**config.mk**
```make
export PLATFORM = sky130hd
export DESIGN_NAME = edc_cmd_status
export DESIGN_NICKNAME = d
export VERILOG_FILES = /design/src/hdl/edc_pkg.sv /design/src/hdl/edc_cmd_status.sv
export VERILOG_INCLUDE_DIRS = /design/src /design/src/hdl
export SDC_FILE = /design/constraint.sdc
export NUM_CORES = 1
export LEC_CHECK = 0
export ABC_CLOCK_PERIOD_IN_PS = 12200
export BUFFER_PORTS_ARGS = -buffer_cell sky130_fd_sc_hd__clkbuf_2
export CAP_MARGIN = 20
export CORE_MARGIN = 3
export CORE_UTILIZATION = 59
export DETAILED_ROUTE_END_ITERATION = 16
export PLACE_DENSITY = 0.85
export SETUP_SLACK_MARGIN = 0.1
export SYNTH_ARGS = -nofsm -noshare
export SYNTH_HDL_FRONTEND = slang
export SYNTH_SLANG_ARGS = --single-unit
```
**constraint.sdc**
```tcl
create_clock -name core_clk -period 12.2 [get_ports core_clk]
set_clock_uncertainty 0.05 [all_clocks]
set_input_delay 0 -clock core_clk [delete_from_list [all_inputs] [get_ports core_clk]]
set_output_delay 0 -clock core_clk [all_outputs]
set_load 0.05 [all_outputs]
```
**src/hdl/edc_consts.svh**
```systemverilog
`ifndef EDC_CONSTS_SVH
`define EDC_CONSTS_SVH

// register byte offsets
`define EDC_OFF_STATUS        5'h00
`define EDC_OFF_CMD           5'h04
`define EDC_OFF_PTBASE        5'h08
`define EDC_OFF_RXHEAD        5'h0c
`define EDC_OFF_TXHEAD        5'h10
`define EDC_OFF_EVENT         5'h14
`define EDC_ADDR_W            5

// status field positions
`define EDC_ST_RXSTATE_LO     22
`define EDC_ST_TXSTATE_LO     24
`define EDC_ST_STCODE_LO      26
`define EDC_ST_STFAIL         30
`define EDC_ST_INIT           31
`define EDC_ST_BOOT           7

// command field positions
`define EDC_CM_AF_LO          1
`define EDC_CM_PB             3
`define EDC_CM_FC             6
`define EDC_CM_DC             7
`define EDC_CM_OM_LO          8
`define EDC_CM_SR             10
`define EDC_CM_ST             11
`define EDC_CM_SE             19
`define EDC_CM_BE             20
`define EDC_CM_BL_LO          25
`define EDC_CM_IE             30
`define EDC_CM_RE             31

`define EDC_CMD_WR_MASK       32'h5e180fce
`define EDC_CMD_RESET         32'h02000000
`define EDC_PTBASE_MASK       32'h3fffffff

// timing
`define EDC_SELFTEST_MS       25
`define EDC_CLK_HZ            10000000
`define EDC_SELFTEST_CYC      ((`EDC_SELFTEST_MS * `EDC_CLK_HZ) / 1000)
`define EDC_BOOT_T            4
`define EDC_BOOT_CYC          (6 * `EDC_BOOT_T)

`endif

```
**src/hdl/edc_pkg.sv**
```systemverilog
package edc_pkg;

	typedef enum logic [1:0] {
		EDC_PROC_STOPPED   = 2'h0,
		EDC_PROC_RUNNING   = 2'h1,
		EDC_PROC_SUSPENDED = 2'h2
	} edc_proc_t;

	typedef enum logic [1:0] {
		EDC_INIT_RESET = 2'h0,
		EDC_INIT_TEST  = 2'h1,
		EDC_INIT_READY = 2'h3
	} edc_init_t;

	typedef enum logic [3:0] {
		EDC_ST_OK       = 4'h0,
		EDC_ST_ROM      = 4'h1,
		EDC_ST_RAM      = 4'h2,
		EDC_ST_FILT_RAM = 4'h3,
		EDC_ST_TX_FIFO  = 4'h4,
		EDC_ST_RX_FIFO  = 4'h5,
		EDC_ST_LOOPBACK = 4'h6
	} edc_stcode_t;

	// events from the datapath: frame boundaries, descriptor availability
	typedef struct packed {
		logic rx_frame_busy;
		logic tx_frame_busy;
		logic rx_desc_avail;
		logic tx_desc_avail;
		logic boot_msg_seen;
		logic [5:0] event_bits;
	} edc_dp_status_t;

	// mode outputs to the datapath
	typedef struct packed {
		logic [1:0] address_filter_mode;
		logic       pass_damaged_frames;
		logic       force_collision;
		logic       disable_rx_chaining;
		logic [1:0] loopback_select;
		logic       single_burst_enable;
		logic [3:0] burst_limit;
	} edc_mode_t;

endpackage

```
**src/hdl/edc_cmd_status.sv**
```systemverilog
`timescale 1ns/100ps
`include "edc_consts.svh"
// How it works
// - rx state field: 00 stop, 01 run, 10 suspend
// - tx state field: same encoding
// - four-bit self-test code, 25 ms test
// - self-test failed flag with code
// - init flag clear during init, commands other than reset ignored
// - both processes stopped after init
// - two-bit address filter mode
// - pass damaged frames bit
// - force collision valid in internal loopback
// - disable rx chaining bit
// - two-bit loopback mode select
// - rx start runs, suspends without descriptor
// - rx start from stopped, needs list head
// - rx stop after current frame, position kept
// - tx start from stopped, needs list head
// - tx stop after current frame, position kept
// - single burst mode
// - burst limit 1/2/4/8, forced, init 1
// - boot message sets flag, pulses pin
// - interrupt on event bits when enabled
// - reset command reruns init, zero ignored
// - list heads writable only when not running
module edc_cmd_status #(
	parameter int SELFTEST_CYC = `EDC_SELFTEST_CYC,
	parameter int BOOT_CYC     = `EDC_BOOT_CYC
) (
	input  wire logic                   core_clk,
	input  wire logic                   reset,
	input  wire logic [`EDC_ADDR_W-1:0] avs_address,
	input  wire logic                   avs_read,
	input  wire logic                   avs_write,
	input  wire logic [31:0]            avs_writedata,
	input  wire logic [3:0]             avs_byteenable,
	output logic [31:0]                 avs_readdata,
	output logic                        avs_waitrequest,
	input  wire edc_pkg::edc_dp_status_t dp_status,
	input  wire logic [3:0]             selftest_result,
	output edc_pkg::edc_mode_t          mode,
	output logic [29:0]                 rx_list_head,
	output logic [29:0]                 tx_list_head,
	output logic [29:0]                 page_table_base,
	output logic                        rx_fetch_req,
	output logic                        tx_fetch_req,
	output logic                        boot_out_n,
	output logic                        irq
);
	edc_pkg::edc_init_t   init_reg;
	edc_pkg::edc_proc_t   rx_state_reg;
	edc_pkg::edc_proc_t   tx_state_reg;
	edc_pkg::edc_stcode_t stcode_reg;
	logic [31:0] cmd_reg;
	logic [29:0] rx_head_reg;
	logic [29:0] tx_head_reg;
	logic [29:0] ptbase_reg;
	logic        rx_head_written_reg;
	logic        tx_head_written_reg;
	logic        stfail_reg;
	logic [5:0]  event_reg;
	logic        boot_flag_reg;
	logic [31:0] init_cnt_reg;
	logic [15:0] boot_cnt_reg;
	logic        ack_reg;
	logic [31:0] rdata_reg;
	logic        irq_reg;
	logic [3:0]  sel_reg;
	edc_pkg::edc_dp_status_t dp_reg;
	edc_pkg::edc_mode_t      mode_reg;
	logic        rx_fetch_reg;
	logic        tx_fetch_reg;

	function automatic logic [31:0] byte_mask(input logic [3:0] be);
		byte_mask = {{8{be[3]}}, {8{be[2]}}, {8{be[1]}}, {8{be[0]}}};
	endfunction

	wire logic req = (avs_read | avs_write) & ~ack_reg;
	wire logic wr  = avs_write & ack_reg;
	wire logic ready = (init_reg == edc_pkg::EDC_INIT_READY);
	wire logic [31:0] wdata = avs_writedata & byte_mask(avs_byteenable);
	wire logic re_cmd = wr && avs_address == 5'(`EDC_OFF_CMD) && wdata[`EDC_CM_RE];
	wire logic cmd_wr = wr && avs_address == 5'(`EDC_OFF_CMD) && ready && !wdata[`EDC_CM_RE];
	wire logic sr_bit = cmd_reg[`EDC_CM_SR];
	wire logic st_bit = cmd_reg[`EDC_CM_ST];
	wire logic test_done = (init_cnt_reg >= 32'(SELFTEST_CYC - 1));
	wire logic rx_head_wr = wr && ready && avs_address == 5'(`EDC_OFF_RXHEAD);
	wire logic tx_head_wr = wr && ready && avs_address == 5'(`EDC_OFF_TXHEAD);
	wire logic evt_clr = wr && avs_address == 5'(`EDC_OFF_EVENT);
	wire logic boot_hit = cmd_reg[`EDC_CM_BE] && dp_reg.boot_msg_seen;

	function automatic logic [3:0] burst_fix(input logic [3:0] bl, input logic se);
		logic [3:0] v;
		v = bl;
		if (se && v == 4'h2) begin
			v = 4'h1;
		end else if (se && v == 4'h8) begin
			v = 4'h4;
		end
		burst_fix = v;
	endfunction

	// next state of a process; start honored only from stopped, stop waits for frame end
	function automatic edc_pkg::edc_proc_t proc_next(input edc_pkg::edc_proc_t s, input logic run,
			input logic head_ok, input logic avail, input logic busy);
		edc_pkg::edc_proc_t n;
		n = s;
		case (s)
			edc_pkg::EDC_PROC_STOPPED: begin
				if (run && head_ok) begin
					n = avail ? edc_pkg::EDC_PROC_RUNNING : edc_pkg::EDC_PROC_SUSPENDED;
				end
			end
			edc_pkg::EDC_PROC_RUNNING: begin
				if (!run && !busy) begin
					n = edc_pkg::EDC_PROC_STOPPED;
				end else if (run && !avail && !busy) begin
					n = edc_pkg::EDC_PROC_SUSPENDED;
				end
			end
			edc_pkg::EDC_PROC_SUSPENDED: begin
				if (!run) begin
					n = edc_pkg::EDC_PROC_STOPPED;
				end else if (avail) begin
					n = edc_pkg::EDC_PROC_RUNNING;
				end
			end
			default: n = edc_pkg::EDC_PROC_STOPPED;
		endcase
		proc_next = n;
	endfunction

	// bus handshake: one wait cycle, then answer
	always_ff @(posedge core_clk or posedge reset) begin
		if (reset) begin
			ack_reg <= 1'b0;
		end else begin
			ack_reg <= req;
		end
	end

	always_ff @(posedge core_clk or posedge reset) begin
		if (reset) begin
			dp_reg <= '0;
			sel_reg <= 4'h0;
		end else begin
			dp_reg <= dp_status;
			sel_reg <= selftest_result;
		end
	end

	// init sequencer: reset step, then a fixed-length self-test
	always_ff @(posedge core_clk or posedge reset) begin
		if (reset) begin
			init_reg <= edc_pkg::EDC_INIT_RESET;
		end else if (re_cmd) begin
			init_reg <= edc_pkg::EDC_INIT_RESET;
		end else begin
			case (init_reg)
				edc_pkg::EDC_INIT_RESET: begin
					init_reg <= edc_pkg::EDC_INIT_TEST;
				end
				edc_pkg::EDC_INIT_TEST: begin
					if (test_done) begin
						init_reg <= edc_pkg::EDC_INIT_READY;
					end
				end
				edc_pkg::EDC_INIT_READY: begin
					init_reg <= edc_pkg::EDC_INIT_READY;
				end
				default: begin
					init_reg <= edc_pkg::EDC_INIT_RESET;
				end
			endcase
		end
	end

	// self-test length counter, restarts on every entry to the test
	always_ff @(posedge core_clk or posedge reset) begin
		if (reset) begin
			init_cnt_reg <= 32'h0;
		end else if (re_cmd || init_reg != edc_pkg::EDC_INIT_TEST) begin
			init_cnt_reg <= 32'h0;
		end else if (!test_done) begin
			init_cnt_reg <= init_cnt_reg + 32'h1;
		end
	end

	// result kept until the next test ends, so a rerun does not blank it early
	always_ff @(posedge core_clk or posedge reset) begin
		if (reset) begin
			stcode_reg <= edc_pkg::EDC_ST_OK;
			stfail_reg <= 1'b0;
		end else if (!re_cmd && init_reg == edc_pkg::EDC_INIT_TEST && test_done) begin
			stcode_reg <= edc_pkg::edc_stcode_t'(sel_reg);
			stfail_reg <= (sel_reg != 4'h0);
		end
	end

	// command/mode register; ignored until init done
	always_ff @(posedge core_clk or posedge reset) begin
		if (reset) begin
			cmd_reg <= `EDC_CMD_RESET;
		end else if (re_cmd || init_reg != edc_pkg::EDC_INIT_READY) begin
			cmd_reg <= `EDC_CMD_RESET;
		end else if (cmd_wr) begin
			cmd_reg <= (cmd_reg & ~(byte_mask(avs_byteenable) & `EDC_CMD_WR_MASK))
				| (wdata & `EDC_CMD_WR_MASK);
		end
	end

	// list heads move only while their process is not running
	always_ff @(posedge core_clk or posedge reset) begin
		if (reset) begin
			rx_head_reg <= 30'h0;
		end else if (rx_head_wr && rx_state_reg != edc_pkg::EDC_PROC_RUNNING) begin
			rx_head_reg <= wdata[29:0];
		end
	end

	always_ff @(posedge core_clk or posedge reset) begin
		if (reset) begin
			rx_head_written_reg <= 1'b0;
		end else if (re_cmd) begin
			rx_head_written_reg <= 1'b0;
		end else if (rx_head_wr && rx_state_reg != edc_pkg::EDC_PROC_RUNNING) begin
			rx_head_written_reg <= 1'b1;
		end
	end

	always_ff @(posedge core_clk or posedge reset) begin
		if (reset) begin
			tx_head_reg <= 30'h0;
		end else if (tx_head_wr && tx_state_reg != edc_pkg::EDC_PROC_RUNNING) begin
			tx_head_reg <= wdata[29:0];
		end
	end

	always_ff @(posedge core_clk or posedge reset) begin
		if (reset) begin
			tx_head_written_reg <= 1'b0;
		end else if (re_cmd) begin
			tx_head_written_reg <= 1'b0;
		end else if (tx_head_wr && tx_state_reg != edc_pkg::EDC_PROC_RUNNING) begin
			tx_head_written_reg <= 1'b1;
		end
	end

	// later rewrites still land; keeping them out is software's job
	always_ff @(posedge core_clk or posedge reset) begin
		if (reset) begin
			ptbase_reg <= 30'h0;
		end else if (wr && ready && avs_address == 5'(`EDC_OFF_PTBASE)) begin
			ptbase_reg <= wdata[29:0];
		end
	end

	// process states, held stopped while initializing
	always_ff @(posedge core_clk or posedge reset) begin
		if (reset) begin
			rx_state_reg <= edc_pkg::EDC_PROC_STOPPED;
		end else if (!ready || re_cmd) begin
			rx_state_reg <= edc_pkg::EDC_PROC_STOPPED;
		end else begin
			rx_state_reg <= proc_next(rx_state_reg, sr_bit, rx_head_written_reg,
				dp_reg.rx_desc_avail, dp_reg.rx_frame_busy);
		end
	end

	always_ff @(posedge core_clk or posedge reset) begin
		if (reset) begin
			tx_state_reg <= edc_pkg::EDC_PROC_STOPPED;
		end else if (!ready || re_cmd) begin
			tx_state_reg <= edc_pkg::EDC_PROC_STOPPED;
		end else begin
			tx_state_reg <= proc_next(tx_state_reg, st_bit, tx_head_written_reg,
				dp_reg.tx_desc_avail, dp_reg.tx_frame_busy);
		end
	end

	// one-cycle fetch pulse on an honored start
	always_ff @(posedge core_clk or posedge reset) begin
		if (reset) begin
			rx_fetch_reg <= 1'b0;
		end else if (!ready || re_cmd) begin
			rx_fetch_reg <= 1'b0;
		end else begin
			rx_fetch_reg <= (rx_state_reg == edc_pkg::EDC_PROC_STOPPED) && sr_bit && rx_head_written_reg;
		end
	end

	always_ff @(posedge core_clk or posedge reset) begin
		if (reset) begin
			tx_fetch_reg <= 1'b0;
		end else if (!ready || re_cmd) begin
			tx_fetch_reg <= 1'b0;
		end else begin
			tx_fetch_reg <= (tx_state_reg == edc_pkg::EDC_PROC_STOPPED) && st_bit && tx_head_written_reg;
		end
	end

	// sticky events, write one to clear, set wins
	always_ff @(posedge core_clk or posedge reset) begin
		if (reset) begin
			event_reg <= 6'h0;
		end else if (evt_clr) begin
			event_reg <= (event_reg & ~wdata[6:1]) | dp_reg.event_bits;
		end else begin
			event_reg <= event_reg | dp_reg.event_bits;
		end
	end

	always_ff @(posedge core_clk or posedge reset) begin
		if (reset) begin
			boot_flag_reg <= 1'b0;
		end else if (boot_hit) begin
			boot_flag_reg <= 1'b1;
		end else if (evt_clr && wdata[`EDC_ST_BOOT]) begin
			boot_flag_reg <= 1'b0;
		end
	end

	always_ff @(posedge core_clk or posedge reset) begin
		if (reset) begin
			boot_cnt_reg <= 16'h0;
			boot_out_n <= 1'b1;
		end else begin
			if (boot_hit) begin
				boot_cnt_reg <= 16'(BOOT_CYC);
			end else if (boot_cnt_reg != 16'h0) begin
				boot_cnt_reg <= boot_cnt_reg - 16'h1;
			end
			boot_out_n <= !(boot_hit || boot_cnt_reg > 16'h1);
		end
	end

	always_ff @(posedge core_clk or posedge reset) begin
		if (reset) begin
			irq_reg <= 1'b0;
		end else begin
			irq_reg <= cmd_reg[`EDC_CM_IE] && (event_reg != 6'h0);
		end
	end

	// read mux
	always_ff @(posedge core_clk or posedge reset) begin
		if (reset) begin
			rdata_reg <= 32'h0;
		end else if (req && avs_read) begin
			case (avs_address)
				5'(`EDC_OFF_STATUS): rdata_reg <= {ready, stfail_reg, stcode_reg, tx_state_reg, rx_state_reg,
					14'h0, boot_flag_reg, event_reg, |event_reg};
				5'(`EDC_OFF_CMD):    rdata_reg <= cmd_reg;
				5'(`EDC_OFF_PTBASE): rdata_reg <= {2'h0, ptbase_reg};
				5'(`EDC_OFF_RXHEAD): rdata_reg <= {2'h0, rx_head_reg};
				5'(`EDC_OFF_TXHEAD): rdata_reg <= {2'h0, tx_head_reg};
				default:             rdata_reg <= 32'h0;
			endcase
		end
	end

	// mode outputs
	always_ff @(posedge core_clk or posedge reset) begin
		if (reset) begin
			mode_reg <= '0;
		end else begin
			mode_reg.address_filter_mode <= cmd_reg[`EDC_CM_AF_LO+1:`EDC_CM_AF_LO];
			mode_reg.pass_damaged_frames <= cmd_reg[`EDC_CM_PB];
			mode_reg.force_collision <= cmd_reg[`EDC_CM_FC] && cmd_reg[`EDC_CM_OM_LO+1:`EDC_CM_OM_LO] == 2'h1;
			mode_reg.disable_rx_chaining <= cmd_reg[`EDC_CM_DC];
			mode_reg.loopback_select <= cmd_reg[`EDC_CM_OM_LO+1:`EDC_CM_OM_LO];
			mode_reg.single_burst_enable <= cmd_reg[`EDC_CM_SE];
			mode_reg.burst_limit <= burst_fix(cmd_reg[`EDC_CM_BL_LO+3:`EDC_CM_BL_LO], cmd_reg[`EDC_CM_SE]);
		end
	end

	assign avs_readdata    = rdata_reg;
	assign avs_waitrequest = ~ack_reg;
	assign mode            = mode_reg;
	assign rx_list_head    = rx_head_reg;
	assign tx_list_head    = tx_head_reg;
	assign page_table_base = ptbase_reg;
	assign rx_fetch_req    = rx_fetch_reg;
	assign tx_fetch_req    = tx_fetch_reg;
	assign irq             = irq_reg;
endmodule

```
Word-level counts from Yosys, hierarchy flattened:

Cells that the tools add are included.

* flip-flop bits (word level): 254
* output and inout bits: 139
* logic and storage cells: 175

* $add $sub $neg: 2
* magnitude comparators: 2
* eq/ne operators: 26
* mux-type cells: 37
* bitwise gates (word level): 12
* reductions and logical operators: 61

Operator list (number)
* 32-bit case mux with 5 select lines: 1
* 32-bit 2-to-1 mux: 4
* 32-bit bitwise AND: 2
* 32-bit by 1-bit adder with 32-bit output (second input constant): 1
* 32-bit by 18-bit >= comparator with 1-bit output (second input constant): 1
* 1-bit logical AND: 32
* 16-bit 2-to-1 mux: 2
* 2-bit 2-to-1 mux: 16
* 31-bit inverter with 32-bit output: 1
* 32-bit by 31-bit OR with 32-bit output: 1
* 2-bit case mux with 3 select lines: 3
* 16-bit by 1-bit > comparator with 1-bit output (second input constant): 1
* 4-bit != test (second input constant): 4
* 16-bit nonzero test: 1
* 16-bit by 1-bit subtractor with 16-bit output (second input constant): 1
* 6-bit OR: 2
* 5-bit by 4-bit equality test with 1-bit output (second input constant): 2
* 5-bit equality test (second input constant): 2
* 1-bit zero test: 10
* 2-bit nonzero test: 5
* 3-bit != test (second input constant): 3
* 2-bit by 1-bit equality test with 1-bit output (second input constant): 4
* 1-bit 2-to-1 mux: 8
* 4-bit 2-to-1 mux: 2
* other kinds (19): 31

Depth between registers and ports, before layout:

* depth in word-level cells: 7
* mapped depth: 8
* depth with buffers taken out: 6

Worst setup path before layout:

OpenSTA, ideal clock, no wires.

* path type: register to register
* start: register boot_cnt_reg[4]
* end: register boot_cnt_reg[4]
* setup time: 0.132 ns
* data arrival time: 1.859 ns
* data required time: 12.018 ns
* path slack: 10.159 ns
* stages on the path, launching flop included: 6
* period minus slack after synthesis: 2.041 ns
* cells stage by stage: dfrtp_1 or4_4 or3_4 o21ai_2 nor4_1 or3b_1

* word-level cells in the longest chain between the ends: 3
* elaborated cells between the ends (all ways): 5

RTL lines
* start: declaration: line edc_cmd_status.sv:64 `logic [15:0] boot_cnt_reg;`
* start signal: assignment: line edc_cmd_status.sv:329 `boot_cnt_reg <= 16'(BOOT_CYC);`
* start signal: assignment: line edc_cmd_status.sv:331 `boot_cnt_reg <= boot_cnt_reg - 16'h1;`
* 16-bit by 1-bit subtractor with 16-bit output: line edc_cmd_status.sv:331
* 16-bit 2-to-1 mux: line edc_cmd_status.sv:330 `end else if (boot_cnt_reg != 16'h0) begin`
* 16-bit 2-to-1 mux: line edc_cmd_status.sv:328 `if (boot_hit) begin`

Several ways; a longest one is shown, not always the timed one. The select of a mux whose other input is x is not followed.
A chain may end at the register's enable or synchronous reset.

Final worst setup path:

* start: register init_reg[1]
* end: register rx_head_reg[5] (netlist: rx_list_head[5])

* word-level cells in the longest chain between the ends: 4

RTL lines
* start: declaration: line edc_cmd_status.sv:50 `edc_pkg::edc_init_t init_reg;`
* start signal: assignment: line edc_cmd_status.sv:155 `init_reg <= edc_pkg::EDC_INIT_RESET;`
* start signal: assignment: line edc_cmd_status.sv:157 `init_reg <= edc_pkg::EDC_INIT_RESET;`
* start signal: assignment: line edc_cmd_status.sv:161 `init_reg <= edc_pkg::EDC_INIT_TEST;`
* 2-bit equality test: line edc_cmd_status.sv:80 `wire logic ready = (init_reg == edc_pkg::EDC_INIT_READY);`
* 1-bit logical AND (2 in series): line edc_cmd_status.sv:87 `` wire logic rx_head_wr = wr && ready && avs_address == 5'(`EDC_OFF_RXHEAD); ``
* 1-bit logical AND: line edc_cmd_status.sv:216 `end else if (rx_head_wr && rx_state_reg != edc_pkg::EDC_PROC_RUNNING) begin`
* end signal: assignment: line edc_cmd_status.sv:217 `rx_head_reg <= wdata[29:0];`
* end: declaration: line edc_cmd_status.sv:55 `logic [29:0] rx_head_reg;`

Every way passes these cells.

==> results.cfg <==
[yosys]
ys_seq_area_share_pct = 60.4
synth.avg_cell_area_um2 = 10.4
ys_dominant_reg_cell = dfrtp_1
synth-edff-count = 0
synth_fp_nets = 1016
synthTopCellsByArea = dfrtp_1 (60%), nand2_1 (6.4%), o21ai_0 (6.3%)
synth.distinct_cells = 58
synth_largest_area_cell = dfrtp_1
ys_ff_latch = 238
synthesis.area_mm2 = 0.00986
yosysWarnings = 0
yosysTopAreaCellShare_pct = 59.9
async_flop_share_pct = 100
synthCells = 952

[cts]
clockRootBuffer = clkbuf_16
htreeDepth = 1
cts_resized = 0
clk_pin_slew_ns = 0.07
cts_sinks = 238
cts_tree = yes
clock_latency_ns = 0.52
cts_buffer_depth = 3
cts_buffers = 24

[drt]
avgViaCountPerCell = 6.16
first_iter_violations = 901
drc = 0
wl_per_cell_um = 20.4
num_vias = 8839
final_antenna_net_count = 0
drt_first_pass_iters = 7
drt_wl_total_um = 29200

[sta]
finalCriticalPeriod_ns = 2.61
finalMaxSlewViolations = 0
grt_setup_unrepaired = false
setup_viol_count_final = 0
relSlewSlack_pct = 47.4
worst_slew_pin_slew_ns = 0.785
fin_crit_sh_pct = 21.4
final_hold_viol_count = 0
timing.fmax_mhz = 384
setup_tns_ns = 0

[critical_path]
path_class = flip-flop to flip-flop
cpMostUsedCell = nand2_1
startpoint_type = flip-flop
cpPeakStageDelay_ns = 0.58
cp-end-kind = flip-flop
crit_slowest_cell = nand3_2
worstPathCellList = nand2_1 -> nor2_1 -> nand3_2 -> buf_16 -> nand2_1 -> o21ai_0
worst_ep_arrival_time_ns = 2.95
crit_required_ns = 12.55
path_max_fanout = 32

[die]
die_w_um = 135
placeableCoreArea_mm2 = 0.0161
die-area_mm2 = 0.0183
ios = 199
fp.dieH_um = 135
placementRows = 46
start_util_pct = 61.2

[cells_and_area]
antenna_cells = 0
layout_commonest_cell = dfrtp_1
area_delta_synth_final_pct = 28.3
fin_nets = 1266
drive_gt1_share_pct = 23.1
final_cell_mix = dfrtp_1 (236), clkbuf_2 (198), nand2_1 (168)

[global_route]
grt-ovfl-total = 0
grt.total_usage_pct = 31.7
antenna_found_initial = 0
grt_pass1_wl_um = 46000
grt_max_degree = 99
grt_pass1_vias = 8787

[place]
place_congestion = 0.959
dp_hpwl_um = 18100
numPortBuffers = 198

[pwr]
power_density_mw_per_mm2 = 136
peakVddDrop_v = 0.000108
fin_total_pwr_mw = 1.72
p_leak_nw = 6.05

[hold_path]
worstHoldPathType = input port to flip-flop

[outcome]
status = finished clean

[job]
drv_cap = 0
-- cells in the mapped netlist (all sizes together) (4+ instances only) --
master	instances
dfrtp	236
nand2	169
o21ai	127
nor2	49
clkbuf	46
a21oi	40
nand3	30
a22o	21
and2	19
a21o	16
a221oi	13
nor4	13
nor3	12
inv	11
xor2	11
a22oi	10
buf	10
nand4	10
or3	10
a222oi	9
a32oi	9
nand4b	6
or4	6
a31oi	5
and3	5
mux2	5
o31ai	5
ha	4
nand2b	4
nor2b	4
o211ai	4
-- cell families (layout without fill, tap and decap cells) --
kind of cell | Yosys count | count (layout) | share of synthesized area (%)
simple gates | 348 | 348 | 16.8
compound gates | 273 | 273 | 17.5
flops | 238 | 238 | 60.4
buf+inv | 67 | 333 | 2.68
xor+xnor | 14 | 14 | 1.24
mux | 8 | 8 | 0.875
fa+ha+maj | 4 | 4 | 0.507
-- routing by layer --
layer | up-vias | wire length [um] | global-route usage, %
met3 | 97 | 2770 | 5.94
met4 | 0 | 1070 | 12.9
met1 | 4307 | 10700 | 39.8
met2 | 525 | 14700 | 54.4
met5 | - | 0 | 0
li1 | 3910 | - | -
-- per-stage QoR --
| stage | worst slack (ns) | utilization (%) | std cells | hold slack, ns | instance area, um^2 |
|---|---|---|---|---|---|
| floorplan | 5.62 | - | 952 | -0.0186 | 9860 |
| global placement | 9.56 | 68.4 | 1321 | 0.0593 | 11000 |
| detailed placement | 9.34 | 68.4 | 1321 | 0.0597 | 11000 |
| CTS | 9.31 | 77.9 | 1429 | 0.0256 | 12600 |
| global route | 9.50 | 78.5 | 1434 | 0.0733 | 12700 |
| finish | 9.59 | 78.5 | 1434 | 0.0747 | 12700 |
-- where the power goes --
group	total (mW)	switching [mW]	internal (mW)
clock	0.801	0.303	0.499
combinational	0.0993	0.0609	0.0384
sequential	0.817	0.0146	0.803
-- worst max-delay path: cells and delay by family, from the launching register on --
| kind | cells | cell delay [ns] |
|---|---|---|
| AOI/OAI and AO/OA | 1 | 0.08 |
| buffers and inverters | 1 | 0.39 |
| and+or+nand+nor | 4 | 1.54 |
| DFF | 1 | 0.41 |
-- final cells by class --
type,count,area [um^2]
sequential,238,5960
multi-input combinational,647,3670
tap,216,270
fill,958,3460
inverter,11,48.8
clock buffer,34,729
timing repair buffer,280,1840
clock inverter,8,143
-- path summary, 6_finish.rpt --
| kind | endpoint | startpoint | slack [ns] | depth (start not counted) |
|---|---|---|---|---|
| max | rx_list_head[5] | init_reg[1] | 9.59 | 6 |
| min | dp_reg[4] | dp_status[4] | 0.07 | 2 |
| max reg2reg | rx_list_head[5] | init_reg[1] | 9.59 | 6 |
| min reg2reg | event_reg[0] | dp_reg[0] | 0.37 | 1 |
| max in group asynchronous | avs_readdata[14] | reset | 10.81 | 4 |
| min in group asynchronous | init_cnt_reg[21] | reset | 0.08 | 3 |
-- what timing repair did --
action	CTS	global route
endpoints found under the setup margin	0	0
setup buffers	0	0
hold endpoints to repair	227	0
hold buffers	66	0
(Power assumes the default switching activity.)
